===== config.mk =====
export PLATFORM = sky130hd
export DESIGN_NAME = serial_line_ctrl
export DESIGN_NICKNAME = d
export VERILOG_FILES = /design/src/pkg/serial_line_pkg.sv /design/src/core/rx_char_fifo.sv /design/src/core/baud_divider.sv /design/src/core/serial_line_ctrl.sv
export SDC_FILE = /design/constraint.sdc
export NUM_CORES = 1
export LEC_CHECK = 0
export BUFFER_PORTS_ARGS = -buffer_cell sky130_fd_sc_hd__buf_2
export CORE_MARGIN = 2
export CORE_UTILIZATION = 60
export DETAILED_ROUTE_END_ITERATION = 8
export PLACE_DENSITY = 0.82
export SYNTH_ARGS = -nofsm -noshare
export SYNTH_HDL_FRONTEND = slang
export SYNTH_SLANG_ARGS = --single-unit

===== constraint.sdc =====
create_clock -name sys_clk -period 4.6 [get_ports sys_clk]
set_clock_uncertainty 0.05 [all_clocks]
set_input_delay 1.15 -clock sys_clk [delete_from_list [all_inputs] [get_ports sys_clk]]
set_output_delay 1.15 -clock sys_clk [all_outputs]
set_load 0.02 [all_outputs]

===== src/pkg/serial_line_pkg.sv =====
// Shared constants for the serial line control and status block
package serial_line_pkg;
	// ==========================================================
	// Register offsets (three address bits)
	localparam logic [2:0] OFS_DATA   = 3'h0;
	localparam logic [2:0] OFS_IRQ_EN = 3'h1;
	localparam logic [2:0] OFS_IRQ_ID = 3'h2;
	localparam logic [2:0] OFS_LCR    = 3'h3;
	localparam logic [2:0] OFS_MCR    = 3'h4;
	localparam logic [2:0] OFS_LSR    = 3'h5;
	localparam logic [2:0] OFS_MSR    = 3'h6;
	localparam logic [2:0] OFS_SCRATCH = 3'h7;
	// ==========================================================
	// Line control field positions
	localparam int LCR_STOP  = 2;
	localparam int LCR_PAR   = 3;
	localparam int LCR_EVEN  = 4;
	localparam int LCR_STICK = 5;
	localparam int LCR_BREAK = 6;
	localparam int LCR_DIVISOR_ACCESS_SEL  = 7;
	// Modem control field positions
	localparam int MCR_LOOP  = 4;
	// Interrupt enable field positions
	localparam int IER_RDA  = 0;
	localparam int IER_TX_HOLDING_EMPTY = 1;
	localparam int IER_RLS  = 2;
	localparam int IER_MS   = 3;
	// ==========================================================
	// Interrupt identification codes
	localparam logic [7:0] IID_NONE = 8'h01;
	localparam logic [7:0] IID_RLS  = 8'h06;
	localparam logic [7:0] IID_RDA  = 8'h04;
	localparam logic [7:0] IID_TX_HOLDING_EMPTY = 8'h02;
	localparam logic [7:0] IID_MS   = 8'h00;
	// ==========================================================
	// Reset values
	localparam logic [7:0]  LCR_RESET = 8'h00;
	localparam logic [7:0]  LSR_RESET = 8'h60;
	localparam logic [15:0] DIV_RESET = 16'h0000;
	// ==========================================================
	// Timing in 16x ticks
	localparam logic [4:0] TICKS_BIT  = 5'h10;
	localparam logic [4:0] TICKS_HALF = 5'h08;
	localparam logic [4:0] TICKS_1P5  = 5'h18;
	localparam logic [4:0] TICKS_2    = 5'h20;
	localparam int         FIFO_DEPTH = 16;
endpackage : serial_line_pkg


===== src/core/rx_char_fifo.sv =====
// Parameterised FIFO with valid and ready on both sides
`timescale 1ns/10ps
module rx_char_fifo #(
	parameter int WIDTH = 8,
	parameter int DEPTH = 16
) (
	// Clock and reset
	input  wire logic             sys_clk,
	input  wire logic             rst_b,
	input  wire logic             flush,
	// Fill side
	input  wire logic             in_valid,
	output logic                  in_ready,
	input  wire logic [WIDTH-1:0] in_data,
	// Drain side
	output logic                  out_valid,
	input  wire logic             out_ready,
	output logic      [WIDTH-1:0] out_data
);
	localparam int AW = $clog2(DEPTH);
	initial
	begin
		if (DEPTH < 2 || (1 << AW) != DEPTH || WIDTH < 1)
			$error("rx_char_fifo: DEPTH must be a power of two >= 2");
	end

	logic [WIDTH-1:0] mem [DEPTH];
	logic [AW:0]      wr_ptr;
	logic [AW:0]      rd_ptr;
	logic             push;
	logic             pop;

	// Full when pointers differ only in the wrap bit
	assign in_ready  = (wr_ptr ^ rd_ptr) != {1'b1, {AW{1'b0}}};
	assign out_valid = wr_ptr != rd_ptr;
	assign out_data  = mem[rd_ptr[AW-1:0]];
	assign push      = in_valid & in_ready;
	assign pop       = out_valid & out_ready;

	// Pointer update; flush empties without touching storage
	always_ff @(posedge sys_clk or negedge rst_b)
	begin
		if (!rst_b)
		begin
			wr_ptr <= '0;
			rd_ptr <= '0;
		end
		else if (flush)
		begin
			wr_ptr <= '0;
			rd_ptr <= '0;
		end
		else
		begin
			if (push)
				wr_ptr <= wr_ptr + 1'b1;
			if (pop)
				rd_ptr <= rd_ptr + 1'b1;
		end
	end

	// Storage has no reset
	always_ff @(posedge sys_clk)
	begin
		if (push)
			mem[wr_ptr[AW-1:0]] <= in_data;
	end
endmodule : rx_char_fifo


===== src/core/baud_divider.sv =====
// Divides the reference clock by the divisor latch value
`timescale 1ns/10ps
module baud_divider #(
	parameter int DW = 16
) (
	// Clock and reset
	input  wire logic          sys_clk,
	input  wire logic          rst_b,
	// Divisor and outputs
	input  wire logic [DW-1:0] divisor,
	output logic               tick,
	output logic               baud_clk_n
);
	initial
	begin
		if (DW < 2)
			$error("baud_divider: DW must be at least 2");
	end

	logic [DW-1:0] count;

	// Count down; a zero divisor stops the clock
	always_ff @(posedge sys_clk or negedge rst_b)
	begin
		if (!rst_b)
		begin
			count      <= '0;
			tick       <= 1'b0;
			baud_clk_n <= 1'b1;
		end
		else
		begin
			tick <= 1'b0;
			if (divisor == '0)
			begin
				count      <= '0;
				baud_clk_n <= 1'b1;
			end
			else if (count <= {{(DW-1){1'b0}}, 1'b1})
			begin
				count      <= divisor;
				tick       <= 1'b1;
				baud_clk_n <= 1'b0;
			end
			else
			begin
				count <= count - 1'b1;
				// Look at the next count so that a divisor of two still toggles
				if (count - 1'b1 <= {1'b0, divisor[DW-1:1]})
					baud_clk_n <= 1'b1;
			end
		end
	end
endmodule : baud_divider


===== src/core/serial_line_ctrl.sv =====
// Serial line element: framing, line status, modem outputs and pins
`timescale 1ns/10ps
module serial_line_ctrl
	import serial_line_pkg::*;
#(
	parameter int DIV_W = 16
) (
	// Clock and resets
	input  wire logic       sys_clk,
	input  wire logic       rst_b,
	input  wire logic       master_reset,
	// Processor side
	input  wire logic       select_in_a,
	input  wire logic       select_in_b,
	input  wire logic       select_in_c_n,
	input  wire logic [2:0] reg_addr,
	input  wire logic       rd_strobe,
	input  wire logic       wr_strobe,
	input  wire logic [7:0] wr_data,
	output logic      [7:0] rd_data,
	output logic            select_indication,
	output logic            transceiver_disable,
	output logic            irq_out,
	// Serial and clock pins
	input  wire logic       serial_rx_line,
	input  wire logic       rx_clk_16x,
	output logic            serial_tx_line,
	output logic            baud_clk_n,
	// Modem pins
	input  wire logic       clear_send_n,
	input  wire logic       set_ready_n,
	input  wire logic       ring_n,
	input  wire logic       carrier_n,
	output logic            term_ready_n,
	output logic            req_send_n,
	output logic            user_out1_n,
	output logic            user_out2_n
);
	import serial_line_pkg::*;

	initial
	begin
		if (DIV_W != 16)
			$error("serial_line_ctrl: divisor is two byte latches");
	end

	// ==========================================================
	// State
	typedef enum logic [4:0] {
		TX_IDLE = 5'h01, TX_START = 5'h02, TX_DATA = 5'h04,
		TX_PAR = 5'h08, TX_STOP = 5'h10
	} tx_e;
	typedef enum logic [4:0] {
		RX_IDLE = 5'h01, RX_START = 5'h02, RX_DATA = 5'h04,
		RX_PAR = 5'h08, RX_STOP = 5'h10
	} rx_e;
	typedef struct packed {
		logic [7:0]       lcr;
		logic [4:0]       mcr;
		logic [3:0]       irq_enable_reg;
		logic [7:0]       scratch;
		logic [DIV_W-1:0] div;
		logic [7:0]       tx_holding_reg;
		logic             thr_full;
		logic             tx_holding_empty_irq;
		logic [7:0]       rbr;
		logic             dr;
		logic             oe;
		logic             pe;
		logic             fe;
		logic             bi;
		logic [3:0]       msr_prev;
		logic [3:0]       msr_delta;
		logic             rd_q;
		logic             wr_q;
		logic             rclk_q;
		logic [7:0]       rdata;
		logic             irq;
		tx_e              tx_state;
		logic [7:0]       tx_shift;
		logic [4:0]       tx_cnt;
		logic [3:0]       tx_bit;
		logic             tx_par;
		logic             tx_low;
		logic             line_low;
		rx_e              rx_state;
		logic [3:0]       rx_cnt;
		logic [3:0]       rx_bit;
		logic [7:0]       rx_shift;
		logic             rx_par;
		logic [8:0]       brk_cnt;
		logic             brk_seen;
	} state_s;

	state_s s;
	state_s next_s;

	// ==========================================================
	// Helper functions
	function automatic logic [3:0] char_bits(input logic [7:0] lcr);
		char_bits = {2'b00, lcr[1:0]} + 4'h5;
	endfunction : char_bits

	function automatic logic [4:0] stop_ticks(input logic [7:0] lcr);
		if (!lcr[LCR_STOP])
			stop_ticks = TICKS_BIT;
		else if (lcr[1:0] == 2'b00)
			stop_ticks = TICKS_1P5;
		else
			stop_ticks = TICKS_2;
	endfunction : stop_ticks

	// Parity bit for the low data bits of a character
	function automatic logic par_bit(input logic [7:0] lcr, input logic [7:0] d);
		logic [7:0] mask;
		mask = 8'hff >> (4'h8 - char_bits(lcr));
		if (lcr[LCR_STICK])
			par_bit = !lcr[LCR_EVEN];
		else
			par_bit = lcr[LCR_EVEN] ? ^(d & mask) : !(^(d & mask));
	endfunction : par_bit

	// Whole character time in 16x ticks
	function automatic logic [8:0] frame_ticks(input logic [7:0] lcr);
		logic [8:0] bits;
		bits = {5'h00, char_bits(lcr)} + 9'h001 + {8'h00, lcr[LCR_PAR]};
		frame_ticks = {bits[4:0], 4'h0} + {4'h0, stop_ticks(lcr)};
	endfunction : frame_ticks

	// ==========================================================
	// Submodules
	logic       tx_tick;
	logic       push_valid;
	logic       push_ready;
	logic [7:0] push_data;
	logic       pop_valid;
	logic [7:0] pop_data;

	baud_divider #(.DW(DIV_W)) u_baud (
		.sys_clk    (sys_clk),
		.rst_b      (rst_b),
		.divisor    (s.div),
		.tick       (tx_tick),
		.baud_clk_n (baud_clk_n)
	);

	// Received characters queue here; it drains only into an empty buffer
	rx_char_fifo #(.WIDTH(8), .DEPTH(FIFO_DEPTH)) u_fifo (
		.sys_clk   (sys_clk),
		.rst_b     (rst_b),
		.flush     (master_reset),
		.in_valid  (push_valid),
		.in_ready  (push_ready),
		.in_data   (push_data),
		.out_valid (pop_valid),
		.out_ready (!s.dr),
		.out_data  (pop_data)
	);

	// ==========================================================
	// Combinational decode
	logic       sel;
	logic       rd_rise;
	logic       wr_rise;
	logic       divisor_access_sel;
	logic       loop;
	logic       rx_tick;
	logic       rx_in;
	logic [3:0] msr_now;
	logic       tx_all_empty;
	logic [7:0] lsr;
	logic [7:0] iid;

	assign sel     = select_in_a & select_in_b & !select_in_c_n;
	assign rd_rise = sel & rd_strobe & !s.rd_q;
	assign wr_rise = sel & wr_strobe & !s.wr_q;
	assign divisor_access_sel    = s.lcr[LCR_DIVISOR_ACCESS_SEL];
	assign loop    = s.mcr[MCR_LOOP];
	assign rx_tick = rx_clk_16x & !s.rclk_q;
	assign rx_in   = loop ? !s.tx_low : serial_rx_line;
	// Loopback feeds the control bits back as the modem inputs
	assign msr_now = loop ? {s.mcr[3], s.mcr[2], s.mcr[0], s.mcr[1]}
		: {!carrier_n, !ring_n, !set_ready_n, !clear_send_n};
	assign tx_all_empty = !s.thr_full && s.tx_state == TX_IDLE;
	assign lsr  = {1'b0, tx_all_empty, !s.thr_full, s.bi, s.fe, s.pe, s.oe, s.dr};

	// Priority: line status, data, holding empty, modem
	always_comb
	begin
		if (s.irq_enable_reg[IER_RLS] && (s.oe | s.pe | s.fe | s.bi))
			iid = IID_RLS;
		else if (s.irq_enable_reg[IER_RDA] && s.dr)
			iid = IID_RDA;
		else if (s.irq_enable_reg[IER_TX_HOLDING_EMPTY] && s.tx_holding_empty_irq)
			iid = IID_TX_HOLDING_EMPTY;
		else if (s.irq_enable_reg[IER_MS] && s.msr_delta != 4'h0)
			iid = IID_MS;
		else
			iid = IID_NONE;
	end

	// Character leaves the receiver at the stop-bit centre
	assign push_valid = rx_tick && s.rx_state == RX_STOP && s.rx_cnt == 4'hf;
	assign push_data  = s.rx_shift >> (4'h8 - char_bits(s.lcr));

	// Pins
	assign select_indication   = sel;
	assign transceiver_disable = !(sel & rd_strobe);
	assign irq_out             = s.irq;
	assign rd_data             = s.rdata;
	assign serial_tx_line      = !s.line_low;
	// Loopback and reset both leave these high
	assign term_ready_n = !(s.mcr[0] & !loop);
	assign req_send_n   = !(s.mcr[1] & !loop);
	assign user_out1_n  = !(s.mcr[2] & !loop);
	assign user_out2_n  = !(s.mcr[3] & !loop);

	// ==========================================================
	// Next state: clears first so that hardware sets win
	always_comb
	begin
		next_s        = s;
		next_s.rd_q   = sel & rd_strobe;
		next_s.wr_q   = sel & wr_strobe;
		next_s.rclk_q = rx_clk_16x;

		// Read side effects
		if (rd_rise)
		begin
			unique case (reg_addr)
				OFS_DATA: if (!divisor_access_sel) next_s.dr = 1'b0;
				OFS_IRQ_ID: if (iid == IID_TX_HOLDING_EMPTY) next_s.tx_holding_empty_irq = 1'b0;
				OFS_LSR:
				begin
					next_s.oe = 1'b0;
					next_s.pe = 1'b0;
					next_s.fe = 1'b0;
					next_s.bi = 1'b0;
				end
				OFS_MSR: next_s.msr_delta = 4'h0;
				default: ;
			endcase
		end
		if (wr_rise && reg_addr == OFS_LSR && !wr_data[0])
			next_s.dr = 1'b0;

		// Modem change detection; ring counts only trailing edge
		next_s.msr_prev = msr_now;
		next_s.msr_delta = next_s.msr_delta
			| ((msr_now ^ s.msr_prev) & 4'hb)
			| {1'b0, s.msr_prev[2] & !msr_now[2], 2'b00};

		// Buffer refill from the queue
		if (pop_valid && !s.dr)
		begin
			next_s.rbr = pop_data;
			next_s.dr  = 1'b1;
		end

		// Receiver, paced by the 16x receive clock
		if (rx_tick)
		begin
			next_s.rx_cnt = s.rx_cnt + 4'h1;
			unique case (s.rx_state)
				RX_IDLE:
				begin
					next_s.rx_cnt = 4'h0;
					if (!rx_in)
						next_s.rx_state = RX_START;
				end
				RX_START:
					if (s.rx_cnt == TICKS_HALF[3:0] - 4'h1)
					begin
						next_s.rx_cnt   = 4'h0;
						next_s.rx_bit   = 4'h0;
						// A start that is gone by mid-bit was noise
						next_s.rx_state = rx_in ? RX_IDLE : RX_DATA;
					end
				RX_DATA:
					if (s.rx_cnt == 4'hf)
					begin
						next_s.rx_shift = {rx_in, s.rx_shift[7:1]};
						next_s.rx_bit   = s.rx_bit + 4'h1;
						if (s.rx_bit == char_bits(s.lcr) - 4'h1)
							next_s.rx_state = s.lcr[LCR_PAR] ? RX_PAR : RX_STOP;
					end
				RX_PAR:
					if (s.rx_cnt == 4'hf)
					begin
						next_s.rx_par   = rx_in;
						next_s.rx_state = RX_STOP;
					end
				RX_STOP:
					if (s.rx_cnt == 4'hf)
					begin
						// Only the first stop bit is checked
						if (!rx_in)
							next_s.fe = 1'b1;
						if (s.lcr[LCR_PAR] && s.rx_par != par_bit(s.lcr, push_data))
							next_s.pe = 1'b1;
						if (!push_ready)
							next_s.oe = 1'b1;
						next_s.rx_state = RX_IDLE;
					end
			endcase

			// Break: spacing for longer than one character
			if (rx_in)
			begin
				next_s.brk_cnt  = 9'h000;
				next_s.brk_seen = 1'b0;
			end
			else if (!s.brk_seen)
			begin
				next_s.brk_cnt = s.brk_cnt + 9'h001;
				if (s.brk_cnt == frame_ticks(s.lcr))
				begin
					next_s.bi       = 1'b1;
					next_s.brk_seen = 1'b1;
				end
			end
		end

		// Transmitter, paced by the baud divider
		if (tx_tick)
		begin
			next_s.tx_cnt = s.tx_cnt + 5'h01;
			unique case (s.tx_state)
				TX_IDLE:
				begin
					next_s.tx_cnt = 5'h00;
					if (s.thr_full)
					begin
						next_s.tx_shift = s.tx_holding_reg;
						next_s.tx_par   = par_bit(s.lcr, s.tx_holding_reg);
						next_s.thr_full = 1'b0;
						next_s.tx_holding_empty_irq = 1'b1;
						next_s.tx_low   = 1'b1;
						next_s.tx_state = TX_START;
					end
				end
				TX_START:
					if (s.tx_cnt == TICKS_BIT - 5'h01)
					begin
						next_s.tx_cnt   = 5'h00;
						next_s.tx_bit   = 4'h0;
						next_s.tx_low   = !s.tx_shift[0];
						next_s.tx_state = TX_DATA;
					end
				TX_DATA:
					if (s.tx_cnt == TICKS_BIT - 5'h01)
					begin
						next_s.tx_cnt = 5'h00;
						next_s.tx_bit = s.tx_bit + 4'h1;
						next_s.tx_shift = {1'b0, s.tx_shift[7:1]};
						if (s.tx_bit != char_bits(s.lcr) - 4'h1)
							next_s.tx_low = !s.tx_shift[1];
						else if (s.lcr[LCR_PAR])
						begin
							next_s.tx_low   = !s.tx_par;
							next_s.tx_state = TX_PAR;
						end
						else
						begin
							next_s.tx_low   = 1'b0;
							next_s.tx_state = TX_STOP;
						end
					end
				TX_PAR:
					if (s.tx_cnt == TICKS_BIT - 5'h01)
					begin
						next_s.tx_cnt   = 5'h00;
						next_s.tx_low   = 1'b0;
						next_s.tx_state = TX_STOP;
					end
				TX_STOP:
					if (s.tx_cnt == stop_ticks(s.lcr) - 5'h01)
						next_s.tx_state = TX_IDLE;
			endcase
		end

		// Register writes; a new character supersedes a shift load
		if (wr_rise)
		begin
			unique case (reg_addr)
				OFS_DATA:
					if (divisor_access_sel)
						next_s.div[7:0] = wr_data;
					else
					begin
						next_s.tx_holding_reg      = wr_data;
						next_s.thr_full = 1'b1;
						next_s.tx_holding_empty_irq = 1'b0;
					end
				OFS_IRQ_EN:
					if (divisor_access_sel)
						next_s.div[15:8] = wr_data;
					else
						next_s.irq_enable_reg = wr_data[3:0];
				OFS_LCR: next_s.lcr = wr_data;
				OFS_MCR: next_s.mcr = wr_data[4:0];
				OFS_SCRATCH: next_s.scratch = wr_data;
				default: ;
			endcase
		end

		// Line drive: break spaces, loopback marks, else shifter
		next_s.line_low = s.lcr[LCR_BREAK] | (!loop & next_s.tx_low);

		// Read data registered from the current decode
		unique case (reg_addr)
			OFS_DATA: next_s.rdata = divisor_access_sel ? s.div[7:0] : s.rbr;
			OFS_IRQ_EN: next_s.rdata = divisor_access_sel ? s.div[15:8] : {4'h0, s.irq_enable_reg};
			OFS_IRQ_ID: next_s.rdata = iid;
			OFS_LCR: next_s.rdata = s.lcr;
			OFS_MCR: next_s.rdata = {3'h0, s.mcr};
			OFS_LSR: next_s.rdata = lsr;
			OFS_MSR: next_s.rdata = {msr_now, s.msr_delta};
			OFS_SCRATCH: next_s.rdata = s.scratch;
		endcase

		next_s.irq = iid != IID_NONE;

		// Master reset keeps divisor, holding and receive buffers
		if (master_reset)
		begin
			next_s          = '0;
			next_s.div      = s.div;
			next_s.tx_holding_reg      = s.tx_holding_reg;
			next_s.rbr      = s.rbr;
			next_s.rdata    = s.rdata;
			next_s.tx_state = TX_IDLE;
			next_s.rx_state = RX_IDLE;
		end
	end

	// ==========================================================
	// State register
	always_ff @(posedge sys_clk or negedge rst_b)
	begin
		if (!rst_b)
		begin
			s          <= '0;
			s.tx_state <= TX_IDLE;
			s.rx_state <= RX_IDLE;
		end
		else
			s <= next_s;
	end
endmodule : serial_line_ctrl


; ---- Yosys cells after proc, flatten, opt, wreduce, memory -nomap -nowiden
; Memory sizes are Yosys's and may differ from the RTL's.
; Cells that the tools add are included.
[word_totals]
ram_bits = 128
reg_bits = 169
wordCells = 324
rom_bits = 0
out_inout_bits = 17
latchBits = 0
n_memories = 1
[mem_list]
columns = memory, depth, width, read_ports, rd_clocked_by_memory_dff, write_ports, line
row1 = u_fifo.mem, 16, 8, 1, 0, 1, rx_char_fifo.sv:27  ; logic [WIDTH-1:0] mem [DEPTH];
[op_classes]
div = 0
bitwise = 27
shifts = 2
n_mux = 111
multipliers = 0
order_cmp = 2
n_reduce_logical = 81
addsub = 15
eq_ne = 44
[ops]
columns = operator, n
row1 = 141-bit 2-to-1 mux, 1
row2 = 5-bit 2-to-1 mux, 24
row3 = 8-bit 2-to-1 mux, 9
row4 = 8-bit one-hot mux with 8 select lines, 1
row5 = 51-bit 2-to-1 mux, 1
row6 = 5-bit one-hot mux with 5 select lines, 2
row7 = 1-bit 2-to-1 mux, 38
row8 = "3-bit != test, second input constant", 11
row9 = 16-bit 2-to-1 mux, 2
row10 = 32-bit 2-to-1 mux, 1
row11 = 10-bit 2-to-1 mux, 3
row12 = 4-bit 2-to-1 mux, 7
row13 = 2-bit nonzero test, 14
row14 = 1-bit logical NOT, 26
row15 = 13-bit 2-to-1 mux, 2
row16 = 24-bit 2-to-1 mux, 1
row17 = 4-bit one-hot mux with 2 select lines, 3
row18 = 4-bit AND reduction, 6
row19 = 22-bit 2-to-1 mux, 1
row20 = 5-bit one-hot mux with 4 select lines, 1
row21 = 18-bit 2-to-1 mux, 1
row22 = 9-bit 2-to-1 mux, 2
row23 = 8-bit bitwise AND, 2
row24 = "16-bit by 1-bit <= comparator with 1-bit output, second input constant", 1
row25 = other kinds (58), 122

; ---- Depth between registers and ports, before layout
; Gate-level depths: netlist (run 1).
[depth]
word_depth = 18
mapped_depth = 14

; ---- Cells and area by module
; Synthesis (run 1) repeated with hierarchy kept, for this count alone.
[unflattened]
cells_unflattened = 1330
hier_area_um2 = 15358.5
[by_module_without_submodules]
columns = mod, instances, cells_each, seq_area_each_um2, area_per_inst_um2
row1 = serial_line_ctrl, 1, 868, 3530.9, 8149.1
row2 = rx_char_fifo, 1, 300, 4093.9, 5725.5
row3 = baud_divider, 1, 162, 451.7, 1483.9

; ---- Worst setup path after synthesis (run 1)
; Ideal clock, no wire load.
[synth_timing]
kind = reg2reg
from = register s[133] (netlist name)
to = register s, in the netlist lsr[2]
arrival_time_ns = 2.818
t_required_ns = 4.427
slack_ns = 1.609
stages_incl_launch_ff = 13
period_less_slack_ns = 2.991
path_buffers = 2
path_cell_list = dfrtp_1 -> buf_6 -> buf_2 -> inv_2 -> ha_1 -> mux4_2 -> xnor2_1 -> xnor2_1 -> xnor3_1 -> a211oi_1 -> a31oi_1 -> xnor2_1 -> o21ai_1
[synth_lines]
columns = element, line
row1 = from (decl), serial_line_ctrl.sv:95  ; state_s s;
row2 = from (signal assigned), serial_line_ctrl.sv:448  ; s <= next_s;

==> results of run 1 <==
==> worst reg2reg max path, stage by stage (launching register included) <==
cell      delay, ns
dfrtp_1        0.43
inv_1          0.13
ha_1           0.64
mux4_2         0.60
xnor2_1        0.20
xnor2_1        0.17
xnor3_1        0.38
a211oi_1       0.25
a31oi_1        0.08
xnor2_1        0.16
o21ai_1        0.08
==> state kept, by name (all words and copies together), names as in the netlist <==
signal              count
u_fifo.mem            128
s                     125
u_baud.count           16
rd_data                 8
lsr                     5
u_fifo.rd_ptr           5
u_fifo.wr_ptr           5
divisor_access_sel      1
irq_out                 1
loop                    1
u_baud.baud_clk_n       1
u_baud.tick             1
==> cell families after synthesis <==
kind of cell / synth area share (%)
muxes: 11.2
DFF: 55.4
AOI/OAI and AO/OA: 9.86
xor gates and xnor gates: 3.70
buffers and inverters: 3.21
adders and majority gates: 3.31
and+or+nand+nor: 13.4
==> cell usage in the layout, fill, tap and decap left out, types with 33 or more instances in the layout <==
| cell type | count |
|---|---|
| dfrtp_1 | 165 |
| ha_1 | 37 |
| o21ai_1 | 52 |
| nor2_1 | 112 |
| nand2_1 | 141 |
| a21oi_1 | 60 |
| mux4_2 | 50 |
| buf_2 | 40 |
| inv_1 | 36 |
| o21ai_0 | 38 |
| edfxtp_1 | 128 |
| xor2_1 | 33 |
==> area by class of cell <==
cell class / count / area (um^2) / share of cell area [%]
Clock inverter: 19 / 243 / 1.51
Sequential cell: 297 / 8080 / 50.3
Multi-Input combinational cell: 844 / 6030 / 37.6
Inverter: 40 / 150 / 0.935
Tap cell: 324 / 405 / 2.53
Timing Repair Buffer: 56 / 337 / 2.10
Clock buffer: 37 / 807 / 5.03
==> final timing paths <==
kind                       startpoint               to  slack (ns)  depth (start not counted)
max                            s[134]           lsr[2]        1.33                         10
min                             s[46]            s[46]        0.43                          2
max reg2reg                    s[134]           lsr[2]        1.33                         10
min reg2reg                     s[46]            s[46]        0.43                          2
max in group asynchronous       rst_b            s[52]        2.97                          2
min in group asynchronous       rst_b  u_baud.count[7]        0.58                          1
==> per-stage QoR <==
step           utilization (%)  instances  area, um^2  power, mW
2_1_floorplan                -       1252       14600       3.15
3_3_place_gp              62.2       1561       15000       3.26
3_5_place_dp              62.2       1561       15000       3.27
4_1_cts                   66.6       1617       16100       5.80
5_1_grt                   66.6       1617       16100       5.95
6_report                  66.6       1617       16100       5.76
==> power by group through the flow <==
stage	logic (mW)	clock network (mW)	registers, mW
3_5_place_dp	0.349	0	2.92
2_1_floorplan	0.257	0	2.90
3_3_place_gp	0.340	0	2.92
4_1_cts	0.354	2.57	2.87
5_1_grt	0.390	2.68	2.88
6_report	0.354	2.54	2.87
==> layer usage <==
metal	track usage (%)	part of all wire [%]	vias to the layer above
met5	0	0	-
met4	10.5	3.7	0
met3	5.69	8.2	98
met2	45.1	48	483
met1	37.2	40	5106
li1	-	-	4593
==> impl_metrics.json, run 1 <==
{
  "drive_gt1_share_pct": 14.2,
  "n_antenna_cell": 0,
  "critPathCaptureType": "register",
  "area_growth_pct": 10.1,
  "synthTopCellsByCount": "dfrtp_1 (166), nand2_1 (141), edfxtp_1 (128)",
  "arrival_ns": 3.65,
  "post-place-ws_ns": 1.14,
  "max_stage_delay_ns": 0.64,
  "coreArea_um2": 24100,
  "yosysWarnings": 0,
  "row_count": 57,
  "yosysMostFrequentCell": "dfrtp_1",
  "period_minus_slack_ns": 3.27,
  "dp_hpwl_um": 23200,
  "slew-limit-headroom_pct": 24.4,
  "fillCellCount": 1708,
  "die_y_um": 160,
  "cts_inserted_buffers": 30,
  "cts_sinks": 297,
  "cts-root-buf": "clkbuf_16",
  "grt_pass1_wl_um": 55800,
  "critPathKind": "reg -> reg",
  "p_clk_share_pct": 44.0,
  "drt-vias-per-instance": 6.36,
  "synthDistinctLibCells": 67,
  "whs_ns": 0.434,
  "dieArea_um2": 25600,
  "status": "complete, no violations",
  "synth_top_area_share_pct": 28.5,
  "slew_violations": 0,
  "drt_iter0_markers": 955,
  "internal_power_mw": 4.44,
  "hp-class": "reg -> reg",
  "cp-start-kind": "register",
  "gp_congestion": 0.862,
  "crit_required_ns": 4.98,
  "first_global_vias": 10200,
  "num_io_pins": 42,
  "port_buffers": 41,
  "p_sw_mw": 1.32,
  "max_freq_mhz": 306,
  "grt.total_usage_pct": 27.7,
  "seq_area_frac_synth_pct": 55.4,
  "syn_area_per_cell_um2": 11.6,
  "drc": 0,
  "antenna_left": 0,
  "clkTransAtPathRegs_ns": 0.06,
  "rsz0062_at_grt": "false",
  "hold_viol_final": 0,
  "cp_num_buf_inv": 1,
  "drv_cap": 0,
  "grt_max_degree": 94,
  "ys.flop_type": "dfrtp_1",
  "tightest_slew_ns": 1.13,
  "synthTopCellsByArea": "dfrtp_1 (29%), edfxtp_1 (26%), mux4_2 (7.7%)",
  "pwr-share-comb_pct": 6.2,
  "wl_per_cell_um": 21.6,
  "antenna_found_initial": 1,
  "drt-pass1-iter-count": 5,
  "synth_edf_count": 128,
  "cts_tree": "yes",
  "worstPathMaxFanout": 12,
  "cts_resized": 0,
  "cts_hold_buf": 0,
  "setup_violations": 0,
  "fp.dieW_um": 160,
  "path_cells": "inv_1 -> ha_1 -> mux4_2 -> xnor2_1 -> xnor2_1 -> xnor3_1 -> a211oi_1 -> a31oi_1 -> xnor2_1 -> o21ai_1",
  "cts_buffer_depth": 3,
  "finalCritPeriodShare_pct": 71.1,
  "powerDensity_nw_per_um2": 359,
  "slowest_stage": "ha_1",
  "clk_latency_ns": 0.58,
  "syn_area_um2": 14600,
  "htree_levels": 1,
  "gr-total-overflow": 0,
  "fin_setup_tns_ns": 0,
  "yosysTopAreaCell": "dfrtp_1",
  "leakagePower_nw": 6.76,
  "synth-seq-cells": 297,
  "ir_worst_vdd_mv": 0.254,
  "pwr-share-seq_pct": 49.8,
  "initial_core_util_pct": 60.5,
  "postSynthCellCount": 1252,
  "swShare_pct": 22.9,
  "async_flop_share_pct": 56.9,
  "drt_wl_total_um": 34900,
  "syn_nets": 1315,
  "layout_setup_ws_ns": 1.33,
  "fin_nets": 1332,
  "postCtsSetupBuffers": 0,
  "cp_common_cell": "xnor2_1",
  "cp_top_family": "XOR/XNOR gates",
  "num_vias": 10300
}
(Power assumes the default switching activity.)
==> run 2, diff against run 1 <==
==> constraint.sdc (replaced) <==
create_clock -name sys_clk -period 3.1 [get_ports sys_clk]
set_clock_uncertainty 0.05 [all_clocks]
set_input_delay 0.775 -clock sys_clk [delete_from_list [all_inputs] [get_ports sys_clk]]
set_output_delay 0.775 -clock sys_clk [all_outputs]
set_load 0.02 [all_outputs]
==> run 2 against run 1 <==
Effect of this change: register-to-register slack got worse by 1.1 ns; cell area increased by 1.4%; worst setup slack got worse by 1.1 ns; largest cell class unchanged; total power increased by 51%.
==> impl_metrics.json, run 2 (same netlist as run 1, synthesis figures left out) <==
{
  "status": "complete, no violations",
  "setup_violations": 0,
  "num_io_pins": 42,
  "fp.dieW_um": 160,
  "drt_iter0_markers": 1184,
  "post-place-ws_ns": 0.104,
  "powerDensity_nw_per_um2": 536,
  "tightest_slew_ns": 1.14,
  "max_freq_mhz": 345,
  "cts_tree": "yes",
  "clk_latency_ns": 0.57,
  "drt-pass1-iter-count": 5,
  "area_growth_pct": 11.6,
  "coreArea_um2": 24100,
  "clkTransAtPathRegs_ns": 0.06,
  "arrival_ns": 3.07,
  "worstReg2RegStart": "s[28]",
  "cts_sinks": 297,
  "period_minus_slack_ns": 2.89,
  "finalCritPeriodShare_pct": 93.4,
  "critPathCaptureType": "register",
  "ir_worst_vdd_mv": 0.445,
  "grt.total_usage_pct": 27.9,
  "grt_max_degree": 63,
  "rsz0062_at_grt": "false",
  "n_antenna_cell": 0,
  "cts_buffer_depth": 3,
  "hold_viol_final": 0,
  "drv_cap": 0,
  "gp_congestion": 0.914,
  "placed_area_um2": 15200,
  "initial_core_util_pct": 60.5,
  "reg2reg_to": "u_fifo.mem[14][2]",
  "slew-limit-headroom_pct": 23.8,
  "layout_common_cells": "dfrtp_1 (165), nand2_1 (141), edfxtp_1 (128)",
  "drive_gt1_share_pct": 15.8,
  "layout_setup_ws_ns": 0.205,
  "mostFrequentLayoutCell": "dfrtp_1",
  "critPathKind": "reg -> reg",
  "fin_setup_tns_ns": 0,
  "drt-vias-per-instance": 6.31,
  "grt_pass1_wl_um": 56200,
  "multiInputGateArea_um2": 6060,
  "regArea_um2": 8080,
  "fin_area_um2": 16300,
  "largest_reg_flops": 128,
  "die_y_um": 160,
  "row_count": 57,
  "slew_violations": 0,
  "antenna_left": 0,
  "fin_nets": 1352,
  "reg2reg_depth": 7,
  "hp-class": "in -> async",
  "drt_wl_total_um": 35200,
  "num_vias": 10300,
  "fillCellCount": 1710,
  "cp-start-kind": "register",
  "reg2reg_setup_slack_ns": 0.21,
  "wl_per_cell_um": 21.5,
  "cts-root-buf": "clkbuf_16",
  "htree_levels": 1,
  "leakagePower_nw": 6.74,
  "crit_required_ns": 3.27,
  "fin_util_pct": 67.5,
  "cts_hold_buf": 0,
  "antenna_found_initial": 0,
  "dp_hpwl_um": 23400,
  "dieArea_um2": 25600,
  "cts_inserted_buffers": 31,
  "port_buffers": 41,
  "first_global_vias": 10200,
  "worstPathMaxFanout": 8,
  "drc": 0,
  "gr-total-overflow": 0
}
-- run 2: worst max-delay path, cell delays in order, from the launching register on --
cell	delay [ns]
dfrtp_1	0.40
nor2_1	0.23
nor4bb_1	0.40
and2_1	0.32
nor2b_2	0.34
buf_4	0.20
and3_1	0.22
and2_1	0.39
-- run 2: area by class of cell --
| type | count | share of cell area (%) |
|---|---|---|
| Sequential cell | 297 | 49.6 |
| Timing Repair Buffer | 75 | 3.20 |
| Tap cell | 324 | 2.49 |
| Inverter | 40 | 0.923 |
| Clock buffer | 43 | 5.11 |
| Clock inverter | 15 | 1.39 |
| Multi-Input combinational cell | 844 | 37.2 |
-- run 2: worst max path at each step --
stage	from	endpoint	slack [ns]	cells after the start
global placement	rx_clk_16x	u_fifo.wr_ptr[4]	0.12	10
floorplan	s[133]	lsr[2]	0.11	12
global route	s[28]	u_fifo.mem[14][7]	0.001	7
finish	s[28]	u_fifo.mem[14][2]	0.21	7
detailed placement	rx_clk_16x	u_fifo.mem[15][3]	0.10	8
CTS	s[28]	u_fifo.wr_ptr[4]	0.07	9
-- run 2: through the flow --
| stage | power (mW) | cells | hold slack (ns) |
|---|---|---|---|
| floorplan | 4.69 | 1252 | 0.392 |
| global placement | 4.87 | 1580 | 0.416 |
| detailed placement | 4.89 | 1580 | 0.420 |
| CTS | 8.75 | 1638 | 0.183 |
| global route | 8.97 | 1638 | 0.201 |
| finish | 8.72 | 1638 | 0.159 |
-- run 2: what timing repair did --
action | in CTS | in global routing
endpoints found under the hold margin | 0 | 0
endpoints found under the setup margin | 0 | 76
resized for setup | 0 | 10
setup buffers | 0 | 0
-- run 2: per-layer routing --
layer / vias up / wire (um) / global-route usage [%]
li1: 4634 / - / -
met1: 5129 / 14100 / 37.9
met2: 477 / 17000 / 45.9
met3: 90 / 2650 / 4.34
met4: 0 / 1360 / 10.8
met5: - / 0 / 0
-- run 2: where the power goes --
| group | internal, mW | switching, mW |
|---|---|---|
| clock | 2.36 | 1.53 |
| sequential | 4.18 | 0.0718 |
| combinational | 0.242 | 0.335 |
